`src/core/axis_read_pkg.sv`:
```
// shared constants and types for the axis value read request path
package axis_read_pkg;
    // parameter-type codes: high byte picks the quantity, low byte the axis
    localparam logic [7:0]  CODE_COUNTER_HI  = 8'h11;
    localparam logic [7:0]  CODE_LATCH_HI    = 8'h12;
    localparam logic [7:0]  CODE_LATCH_ALT_HI = 8'h13;
    localparam logic [7:0]  CODE_AXIS_FIRST  = 8'h01;
    localparam logic [7:0]  CODE_AXIS_LAST   = 8'h10;
    localparam int          AXIS_COUNT       = 16;
    // unit number encodings
    localparam logic [15:0] UNIT_PLAIN_LAST  = 16'h005F;
    localparam logic [11:0] UNIT_ENC_BASE_HI = 12'h800;
    localparam int          UNIT_COUNT       = 16;
    // word counts
    localparam logic [15:0] COUNT_MIN        = 16'h0001;
    localparam logic [15:0] COUNT_MAX        = 16'h0080;
    localparam logic [15:0] COUNT_VALUE      = 16'h0002;
    // quantity selectors driven to unit memory
    localparam logic [1:0]  KIND_COUNTER     = 2'h0;
    localparam logic [1:0]  KIND_LATCH       = 2'h1;
    localparam logic [1:0]  KIND_LATCH_ALT   = 2'h2;
    // controller register offsets (byte addresses)
    localparam logic [7:0]  REG_CONTROL      = 8'h00;
    localparam logic [7:0]  REG_CODE         = 8'h04;
    localparam logic [7:0]  REG_UNIT_COUNT   = 8'h08;
    localparam logic [7:0]  REG_DEST         = 8'h0C;
    localparam logic [7:0]  REG_STATUS       = 8'h10;
    localparam logic [7:0]  REG_IRQ_STATUS   = 8'h14;
    localparam logic [7:0]  REG_IRQ_MASK     = 8'h18;
    localparam logic [7:0]  REG_VALUE_LO     = 8'h1C;
    localparam logic [7:0]  REG_VALUE_HI     = 8'h20;
    // field positions
    localparam int          CTRL_START_BIT   = 0;
    localparam int          STAT_BUSY_BIT    = 0;
    localparam int          STAT_DONE_BIT    = 1;
    localparam int          STAT_ERROR_BIT   = 2;
    localparam int          STAT_WARN_BIT    = 3;
    localparam int          IRQ_DONE_BIT     = 0;
    localparam int          IRQ_ERROR_BIT    = 1;
    localparam int          IRQ_WIDTH        = 2;
    // reset values
    localparam logic [31:0] RESET_WORD       = 32'h0000_0000;
    localparam logic [15:0] RESET_HALF       = 16'h0000;

    typedef enum logic [2:0] {
        ST_IDLE   = 3'b000,
        ST_CHECK  = 3'b001,
        ST_FETCH  = 3'b010,
        ST_WORD0  = 3'b011,
        ST_WORD1  = 3'b100,
        ST_REPORT = 3'b101
    } unit_state_t;
endpackage : axis_read_pkg

```
`src/core/axis_read_if.sv`:
```
// link between the requesting controller and the positioning unit end
`timescale 1ns/1ns
`default_nettype none
interface axis_read_if;
    logic        reqValid;          // held high until reqAck
    logic [15:0] controlCode;       // parameter-type code
    logic [31:0] unitCount;         // count in upper half, unit in lower half
    logic [15:0] destStart;         // first destination word
    logic        reqAck;            // one-cycle result strobe
    logic        requestErrorFlag;
    logic        requestDoneFlag;
    logic        overallWarning;
    logic        dstWrite;          // one-cycle destination word write
    logic [15:0] dstAddr;
    logic [15:0] dstData;

    modport unit_end (
        input  reqValid, controlCode, unitCount, destStart,
        output reqAck, requestErrorFlag, requestDoneFlag, overallWarning,
        output dstWrite, dstAddr, dstData
    );
    modport controller_end (
        output reqValid, controlCode, unitCount, destStart,
        input  reqAck, requestErrorFlag, requestDoneFlag, overallWarning,
        input  dstWrite, dstAddr, dstData
    );
endinterface : axis_read_if
`default_nettype wire

```
`src/core/unit_read_request.sv`:
```
// positioning unit end: checks a read request, fetches the value, posts flags
`timescale 1ns/1ns
`default_nettype none

// Overview of operation
// - codes 1101..1110 select axis feedback counter
// - codes 1201..1210 (and 1301..1310) select latch
// - unit encoded as index plus 8000 hex
// - requester always asks for two words
// - count upper half, unit lower half
// - error when count outside 1..128
// - error when unit outside both ranges
// - error on remote rack or unsupported unit
// - error plus warning on out-of-range data
// - error on any unit fault condition
// - done set on success, cleared otherwise
// - done cleared when next transfer taken
// - busy unit: done cleared, error set
// - words stored consecutively from first destination
// - completes over cycles; requester holds request
// - one request outstanding per unit
// - unit must sit on local racks
module unit_read_request #(
    parameter int UNITS = axis_read_pkg::UNIT_COUNT
) (
    input  wire logic               clk,
    input  wire logic               reset,
    input  wire logic               ce,
    axis_read_if.unit_end           link,
    input  wire logic [UNITS-1:0]   unitSupported,   // unit is a positioning unit on a local rack
    input  wire logic [UNITS-1:0]   unitRemote,      // unit sits on a remote slave rack
    input  wire logic [UNITS-1:0]   unitSettingError,
    input  wire logic [UNITS-1:0]   unitVerifyError,
    input  wire logic [UNITS-1:0]   unitBusSettingError,
    input  wire logic [UNITS-1:0]   unitBusError,
    input  wire logic [UNITS-1:0]   unitBusy,
    output logic                    memReq,          // held until memAck
    output logic [3:0]              memUnit,
    output logic [1:0]              memKind,
    output logic [3:0]              memAxis,
    input  wire logic               memAck,
    input  wire logic [31:0]        memData
);
    import axis_read_pkg::*;

    unit_state_t state;
    logic [15:0] code;
    logic [15:0] unitWord;
    logic [15:0] countWord;
    logic [15:0] dest;
    logic [31:0] value;

    ////////////////////////////////////////////////////////////////////////////
    // operand decoding

    // code decode is shared by the checker and the memory selector
    function automatic logic [6:0] decodeCode(input logic [15:0] c);
        logic       ok;
        logic [1:0] kind;
        ok   = (c[7:0] >= CODE_AXIS_FIRST) && (c[7:0] <= CODE_AXIS_LAST);
        kind = KIND_COUNTER;
        case (c[15:8])
            CODE_COUNTER_HI: begin
                kind = KIND_COUNTER;
            end
            CODE_LATCH_HI: begin
                kind = KIND_LATCH;
            end
            CODE_LATCH_ALT_HI: begin
                kind = KIND_LATCH_ALT;
            end
            default: begin
                ok = 1'b0;
            end
        endcase
        decodeCode = {ok, kind, 4'(c[7:0] - CODE_AXIS_FIRST)};
    endfunction : decodeCode

    logic [6:0] codeInfo;
    logic       isPlainUnit;
    logic       isEncodedUnit;
    logic [3:0] unitIdx;
    logic       countBad;
    logic       unitBad;
    logic       typeBad;
    logic       faultBad;
    logic       dataBad;

    // the plain range names non-positioning units, so it passes the range check
    // but always fails the type check
    always_comb begin
        codeInfo      = decodeCode(code);
        isPlainUnit   = unitWord <= UNIT_PLAIN_LAST;
        isEncodedUnit = unitWord[15:4] == UNIT_ENC_BASE_HI;
        unitIdx       = unitWord[3:0];
        countBad      = (countWord < COUNT_MIN) || (countWord > COUNT_MAX);
        unitBad       = !(isPlainUnit || isEncodedUnit);
        typeBad       = isPlainUnit || !unitSupported[unitIdx]
                      || unitRemote[unitIdx];
        faultBad      = unitSettingError[unitIdx] || unitVerifyError[unitIdx]
                      || unitBusSettingError[unitIdx] || unitBusError[unitIdx];
        dataBad       = !codeInfo[6] || (countWord != COUNT_VALUE);
    end

    ////////////////////////////////////////////////////////////////////////////
    // sequencer: the request is serviced over several cycles, never at once

    always_ff @(posedge clk) begin
        if (reset) begin
            state <= ST_IDLE;
        end else if (ce) begin
            case (state)
                ST_IDLE: begin
                    // the strobe cycle still shows the old request raised; taking it would rerun it
                    if (link.reqValid && !link.reqAck) begin
                        state <= ST_CHECK;
                    end
                end
                ST_CHECK: begin
                    if (countBad || unitBad || typeBad || faultBad || unitBusy[unitIdx] || dataBad) begin
                        state <= ST_REPORT;
                    end else begin
                        state <= ST_FETCH;
                    end
                end
                ST_FETCH: begin
                    if (memAck) begin
                        state <= ST_WORD0;
                    end
                end
                ST_WORD0: begin
                    state <= ST_WORD1;
                end
                ST_WORD1: begin
                    state <= ST_REPORT;
                end
                ST_REPORT: begin
                    state <= ST_IDLE;
                end
                default: begin
                    state <= ST_IDLE;
                end
            endcase
        end
    end

    // operands are captured once; the requester keeps them stable anyway
    always_ff @(posedge clk) begin
        if (reset) begin
            code      <= RESET_HALF;
            unitWord  <= RESET_HALF;
            countWord <= RESET_HALF;
            dest      <= RESET_HALF;
        end else if (ce && state == ST_IDLE && link.reqValid && !link.reqAck) begin
            code      <= link.controlCode;
            unitWord  <= link.unitCount[15:0];
            countWord <= link.unitCount[31:16];
            dest      <= link.destStart;
        end
    end

    ////////////////////////////////////////////////////////////////////////////
    // unit memory fetch

    always_ff @(posedge clk) begin
        if (reset) begin
            memReq  <= 1'b0;
            memUnit <= 4'h0;
            memKind <= 2'h0;
            memAxis <= 4'h0;
            value   <= RESET_WORD;
        end else if (ce) begin
            if (state == ST_CHECK && !(countBad || unitBad || typeBad || faultBad
                                       || unitBusy[unitIdx] || dataBad)) begin
                memReq  <= 1'b1;
                memUnit <= unitIdx;
                memKind <= codeInfo[5:4];
                memAxis <= codeInfo[3:0];
            end else if (state == ST_FETCH && memAck) begin
                memReq  <= 1'b0;
                value   <= memData;
            end
        end
    end

    ////////////////////////////////////////////////////////////////////////////
    // destination word writes: two consecutive words, low half first

    always_ff @(posedge clk) begin
        if (reset) begin
            link.dstWrite <= 1'b0;
            link.dstAddr  <= RESET_HALF;
            link.dstData  <= RESET_HALF;
        end else if (ce) begin
            link.dstWrite <= 1'b0;
            if (state == ST_WORD0) begin
                link.dstWrite <= 1'b1;
                link.dstAddr  <= dest;
                link.dstData  <= value[15:0];
            end else if (state == ST_WORD1) begin
                link.dstWrite <= 1'b1;
                link.dstAddr  <= 16'(dest + 16'h0001);
                link.dstData  <= value[31:16];
            end
        end
    end

    ////////////////////////////////////////////////////////////////////////////
    // result flags: levels that hold until the next request is taken

    always_ff @(posedge clk) begin
        if (reset) begin
            link.requestErrorFlag <= 1'b0;
            link.requestDoneFlag  <= 1'b0;
            link.overallWarning   <= 1'b0;
        end else if (ce) begin
            case (state)
                ST_IDLE: begin
                    if (link.reqValid && !link.reqAck) begin
                        link.requestDoneFlag  <= 1'b0;
                        link.requestErrorFlag <= 1'b0;
                        link.overallWarning   <= 1'b0;
                    end
                end
                ST_CHECK: begin
                    if (countBad || unitBad || typeBad || faultBad) begin
                        link.requestErrorFlag <= 1'b1;
                        link.requestDoneFlag  <= 1'b0;
                    end else if (unitBusy[unitIdx]) begin
                        link.requestErrorFlag <= 1'b1;
                        link.requestDoneFlag  <= 1'b0;
                    end else if (dataBad) begin
                        link.requestErrorFlag <= 1'b1;
                        link.overallWarning   <= 1'b1;
                        link.requestDoneFlag  <= 1'b0;
                    end
                end
                ST_WORD1: begin
                    link.requestDoneFlag <= 1'b1;
                end
                default: begin
                end
            endcase
        end
    end

    // the strobe tells the requester that the flags now hold this request's result
    always_ff @(posedge clk) begin
        if (reset) begin
            link.reqAck <= 1'b0;
        end else if (ce) begin
            link.reqAck <= (state == ST_REPORT) && !link.reqAck;
        end
    end
endmodule : unit_read_request
`default_nettype wire

```
`src/flat_wrapper.sv`:
```
// flat-port wrapper written by rule: the top's interface ports become plain ports
module unit_read_request_flat import axis_read_pkg::*;
#(
    parameter int UNITS = axis_read_pkg::UNIT_COUNT
)
  (clk, reset, ce, unitSupported, unitRemote, unitSettingError, unitVerifyError, unitBusSettingError, unitBusError, unitBusy, memReq, memUnit, memKind, memAxis, memAck, memData, link_reqValid, link_controlCode, link_unitCount, link_destStart, link_reqAck, link_requestErrorFlag, link_requestDoneFlag, link_overallWarning, link_dstWrite, link_dstAddr, link_dstData);
  axis_read_if link_i ();
  input  wire logic clk;
  input  wire logic reset;
  input  wire logic ce;
  input  wire logic [UNITS-1:0] unitSupported;
  input  wire logic [UNITS-1:0] unitRemote;
  input  wire logic [UNITS-1:0] unitSettingError;
  input  wire logic [UNITS-1:0] unitVerifyError;
  input  wire logic [UNITS-1:0] unitBusSettingError;
  input  wire logic [UNITS-1:0] unitBusError;
  input  wire logic [UNITS-1:0] unitBusy;
  output logic memReq;
  output logic [3:0] memUnit;
  output logic [1:0] memKind;
  output logic [3:0] memAxis;
  input  wire logic memAck;
  input  wire logic [31:0] memData;
  input wire logic [$bits(link_i.reqValid)-1:0] link_reqValid;
  input wire logic [$bits(link_i.controlCode)-1:0] link_controlCode;
  input wire logic [$bits(link_i.unitCount)-1:0] link_unitCount;
  input wire logic [$bits(link_i.destStart)-1:0] link_destStart;
  output wire logic [$bits(link_i.reqAck)-1:0] link_reqAck;
  output wire logic [$bits(link_i.requestErrorFlag)-1:0] link_requestErrorFlag;
  output wire logic [$bits(link_i.requestDoneFlag)-1:0] link_requestDoneFlag;
  output wire logic [$bits(link_i.overallWarning)-1:0] link_overallWarning;
  output wire logic [$bits(link_i.dstWrite)-1:0] link_dstWrite;
  output wire logic [$bits(link_i.dstAddr)-1:0] link_dstAddr;
  output wire logic [$bits(link_i.dstData)-1:0] link_dstData;
  assign link_i.reqValid = link_reqValid;
  assign link_i.controlCode = link_controlCode;
  assign link_i.unitCount = link_unitCount;
  assign link_i.destStart = link_destStart;
  assign link_reqAck = link_i.reqAck;
  assign link_requestErrorFlag = link_i.requestErrorFlag;
  assign link_requestDoneFlag = link_i.requestDoneFlag;
  assign link_overallWarning = link_i.overallWarning;
  assign link_dstWrite = link_i.dstWrite;
  assign link_dstAddr = link_i.dstAddr;
  assign link_dstData = link_i.dstData;
  unit_read_request #(.UNITS(UNITS)) u_core (.clk(clk), .reset(reset), .ce(ce), .link(link_i), .unitSupported(unitSupported), .unitRemote(unitRemote), .unitSettingError(unitSettingError), .unitVerifyError(unitVerifyError), .unitBusSettingError(unitBusSettingError), .unitBusError(unitBusError), .unitBusy(unitBusy), .memReq(memReq), .memUnit(memUnit), .memKind(memKind), .memAxis(memAxis), .memAck(memAck), .memData(memData));
endmodule
```
`config.mk`:
```
export PLATFORM = sky130hd
export DESIGN_NAME = unit_read_request_flat
export DESIGN_NICKNAME = d
export VERILOG_FILES = /design/src/core/axis_read_pkg.sv /design/src/core/axis_read_if.sv /design/src/core/unit_read_request.sv /design/src/flat_wrapper.sv
export SDC_FILE = /design/constraint.sdc
export NUM_CORES = 1
export LEC_CHECK = 0
export BUFFER_PORTS_ARGS = -buffer_cell sky130_fd_sc_hd__buf_2
export CAP_MARGIN = 25
export CORE_ASPECT_RATIO = 0.7
export CORE_UTILIZATION = 33
export DETAILED_ROUTE_END_ITERATION = 6
export HOLD_SLACK_MARGIN = 0.02
export MAX_ROUTING_LAYER = met4
export SLEW_MARGIN = 30
export SYNTH_ARGS = -nofsm -noshare
export SYNTH_HDL_FRONTEND = slang
export SYNTH_SLANG_ARGS = --single-unit
```
`constraint.sdc`:
```
create_clock -name clk -period 3.1 [get_ports clk]
set_clock_uncertainty 0.15 [all_clocks]
set_input_delay 0.775 -clock clk [delete_from_list [all_inputs] [get_ports clk]]
set_output_delay 0.775 -clock clk [all_outputs]
set_load 0.01 [all_outputs]
```
==> flow_metrics.tcl <==
set metrics [dict create \
    fin_tns_setup_ns 0 \
    cp_data_arrival_time_ns 2.84 \
    rows 42 \
    drc 0 \
    cp-startpoint "u_core.unitWord[0]" \
    synth_edf_count 0 \
    syn_inst 823 \
    cp.required_ns 3.22 \
    r2r_slack_ns 0.38 \
    status "completed" \
    grt_pass1_vias 6036 \
    synthesis.area_um2 6580 \
    ys_seq_area_frac 0.447 \
    syn-num-nets 1040 \
    cts_buffer_depth 2 \
    setup.worst_path.start_class "register" \
    instances_no_fill 1336 \
    yosys_warnings 0 \
    end_kind "register" \
    antenna_found_initial 1 \
    ys_types 59 \
    dieArea_um2 20500 \
    cap_violations 0 \
    clk_latency_ns 0.43 \
    syn_to_final_growth_pct 32.7 \
    power_density_nw_per_um2 520 \
    grt_max_degree 141 \
    post_cts_buffers 0 \
    fmax_mhz 368 \
    hp-class "reg2reg" \
    coreArea_um2 19200 \
    ys.flop_type "dfxtp_1" \
    rsz0062_at_grt "no" \
    reg2reg_depth 8 \
    worstReg2RegStart "u_core.unitWord[0]" \
    dr.pass1.iters 5 \
    worstMarginPinSlew_ns 0.675 \
    maxSlewHeadroom 0.550 \
    cts_buffers 17 \
    post-route-period-util 0.878 \
    vias_per_cell 4.93 \
    hpwl_um 14500 \
    start_util 0.342 \
    cts_sinks 147 \
    numPortBuffers 260 \
    grt_first_pass_wirelength_um 31300 \
    clk_pin_slew_worst_paths_ns 0.07 \
    period_minus_slack_ns 2.72 \
    irDropWorstVdd_mv 0.292 \
    r2r-end "u_core.state[0]" \
    p_leak_uw 0.00358 \
    cts.htree.levels 4 \
    synthTopCellsByArea "dfxtp_1 (45%), nand2_1 (12%), a21oi_1 (9.1%)" \
    ant_nets 0 \
    wl_per_cell_um 15.1 \
    ys_ff_latch 147 \
    vias 6593 \
    postCtsHoldBufs 0 \
    gp_congestion 0.826 \
    cts-resized-gates 0 \
    criticalPathCategory "reg2reg" \
    grt_remaining_overflow 0 \
    cp-endpoint "u_core.state[0]" \
    die_height_um 120 \
    dpl.cell_count 1303 \
    yosys.area.top_type "dfxtp_1" \
    root_buffer "clkbuf_16" \
    ios 261 \
    postLayoutCoreUtil 0.454 \
    worstPathMaxFanout 13 \
    hold_viol 0 \
    wirelength_um 20200 \
    synth_top_area_frac 0.447 \
    avgSynthCellArea_um2 7.99 \
    drive_gt1_frac 0.303 \
    finalSetupViolCount 0 \
    nets 1275 \
    slew_viol_final 0 \
    die-width_um 171 \
    synthArstFlopShare 0 \
    grt.total_usage 0.203 \
    drt_iter0_drc 391 \
    tritoncts "done" \
]
[critical path: stages, from the launching register on]
cell and delay [ns]:
dfxtp_1 0.50, buf_4 0.26, buf_4 0.17, mux4_2 0.49
nand2_1 0.08, and3_1 0.22, nor2_1 0.07, nor4_2 0.48
o22ai_1 0.16
[worst min-delay path by stage]
stage / start / to / slack (ns) / cells past startpoint
after detailed placement: u_core.countWord[9] / u_core.countWord[9] / 0.30 / 2
after global routing: u_core.value[10] / u_core.value[10] / 0.32 / 2
after global placement: u_core.link.overallWarning / u_core.link.overallWarning / 0.29 / 2
after CTS: u_core.countWord[9] / u_core.countWord[9] / 0.31 / 2
final: u_core.value[11] / u_core.value[11] / 0.30 / 2
after floorplan: u_core.unitWord[4] / u_core.unitWord[4] / 0.28 / 2
[cells in the mapped netlist, drive strengths merged, types with 5 or more instances]
| library cell | count |
|---|---|
| nor3b | 5 |
| nand2b | 5 |
| mux2i | 23 |
| mux4 | 5 |
| buf | 9 |
| a21oi | 120 |
| nand3 | 7 |
| a211oi | 31 |
| o31ai | 10 |
| clkbuf | 53 |
| nor4 | 24 |
| nand4 | 17 |
| nor3 | 12 |
| xnor2 | 5 |
| xor2 | 12 |
| dfxtp | 147 |
| inv | 10 |
| o21ai | 13 |
| nor2 | 40 |
| nand2 | 217 |
[layout by cell type, fill, tap and decap left out, drive strengths merged, types with 7 or more instances in the layout]
cell type	instances
dfxtp	147
o31ai	10
buf	278
nor2	40
clkbuf	19
nor4	24
nand3	7
a211oi	31
nor3	12
nand2	217
a21oi	120
clkinv	8
mux2i	23
nand4	17
inv	14
o21ai	13
xor2	12
[final cells by class]
| cell class | count | area [um2] |
|---|---|---|
| timing repair buffer | 278 | 1480 |
| sequential | 147 | 2940 |
| antenna | 1 | 2.50 |
| clock buffer | 19 | 443 |
| tap | 264 | 330 |
| multi-input combinational | 604 | 3370 |
| clock inverter | 13 | 124 |
| fill | 2033 | 10500 |
| inverter | 10 | 37.5 |
[per-layer routing]
| metal | track usage | wire (um) |
|---|---|---|
| met1 | 0.278 | 9990 |
| met2 | 0.299 | 8680 |
| met4 | 0.0473 | 140 |
| met3 | 0.0511 | 1400 |
| met5 | - | 0 |
[state kept, by name, summed over array words and instances (netlist names), 2 cells and up]
register / count
u_core.code: 16
u_core.countWord: 16
u_core.dest: 16
u_core.link.dstAddr: 16
u_core.link.dstData: 16
u_core.memAxis: 4
u_core.memKind: 2
u_core.memUnit: 4
u_core.state: 3
u_core.unitWord: 16
u_core.value: 32
[cell families after synthesis]
kind of cell	Yosys count	synth area share
mux	28	0.0521
flops	147	0.447
compound gates	198	0.179
simple gates	357	0.248
buf+inv	72	0.0432
fa+ha+maj	4	0.00761
xor+xnor	17	0.0226
[through the flow]
stage               hold slack (ns)  setup slack, ns  cell area [um2]  total power [uW]
floorplan                     0.281            0.566             6580              2350
global placement              0.288            0.218             8160              2610
detailed placement            0.297            0.119             8160              2620
CTS                           0.306            0.379             8720              4590
global route                  0.319            0.150             8730              4750
finish                        0.302            0.379             8730              4540
[power breakdown]
part | switching, uW | total (uW) | internal (uW)
logic | 300 | 555 | 254
clock network | 887 | 1960 | 1080
registers | 63.8 | 2020 | 1960
total | 1250 | 4540 | 3290
(Power assumes the default switching activity.)
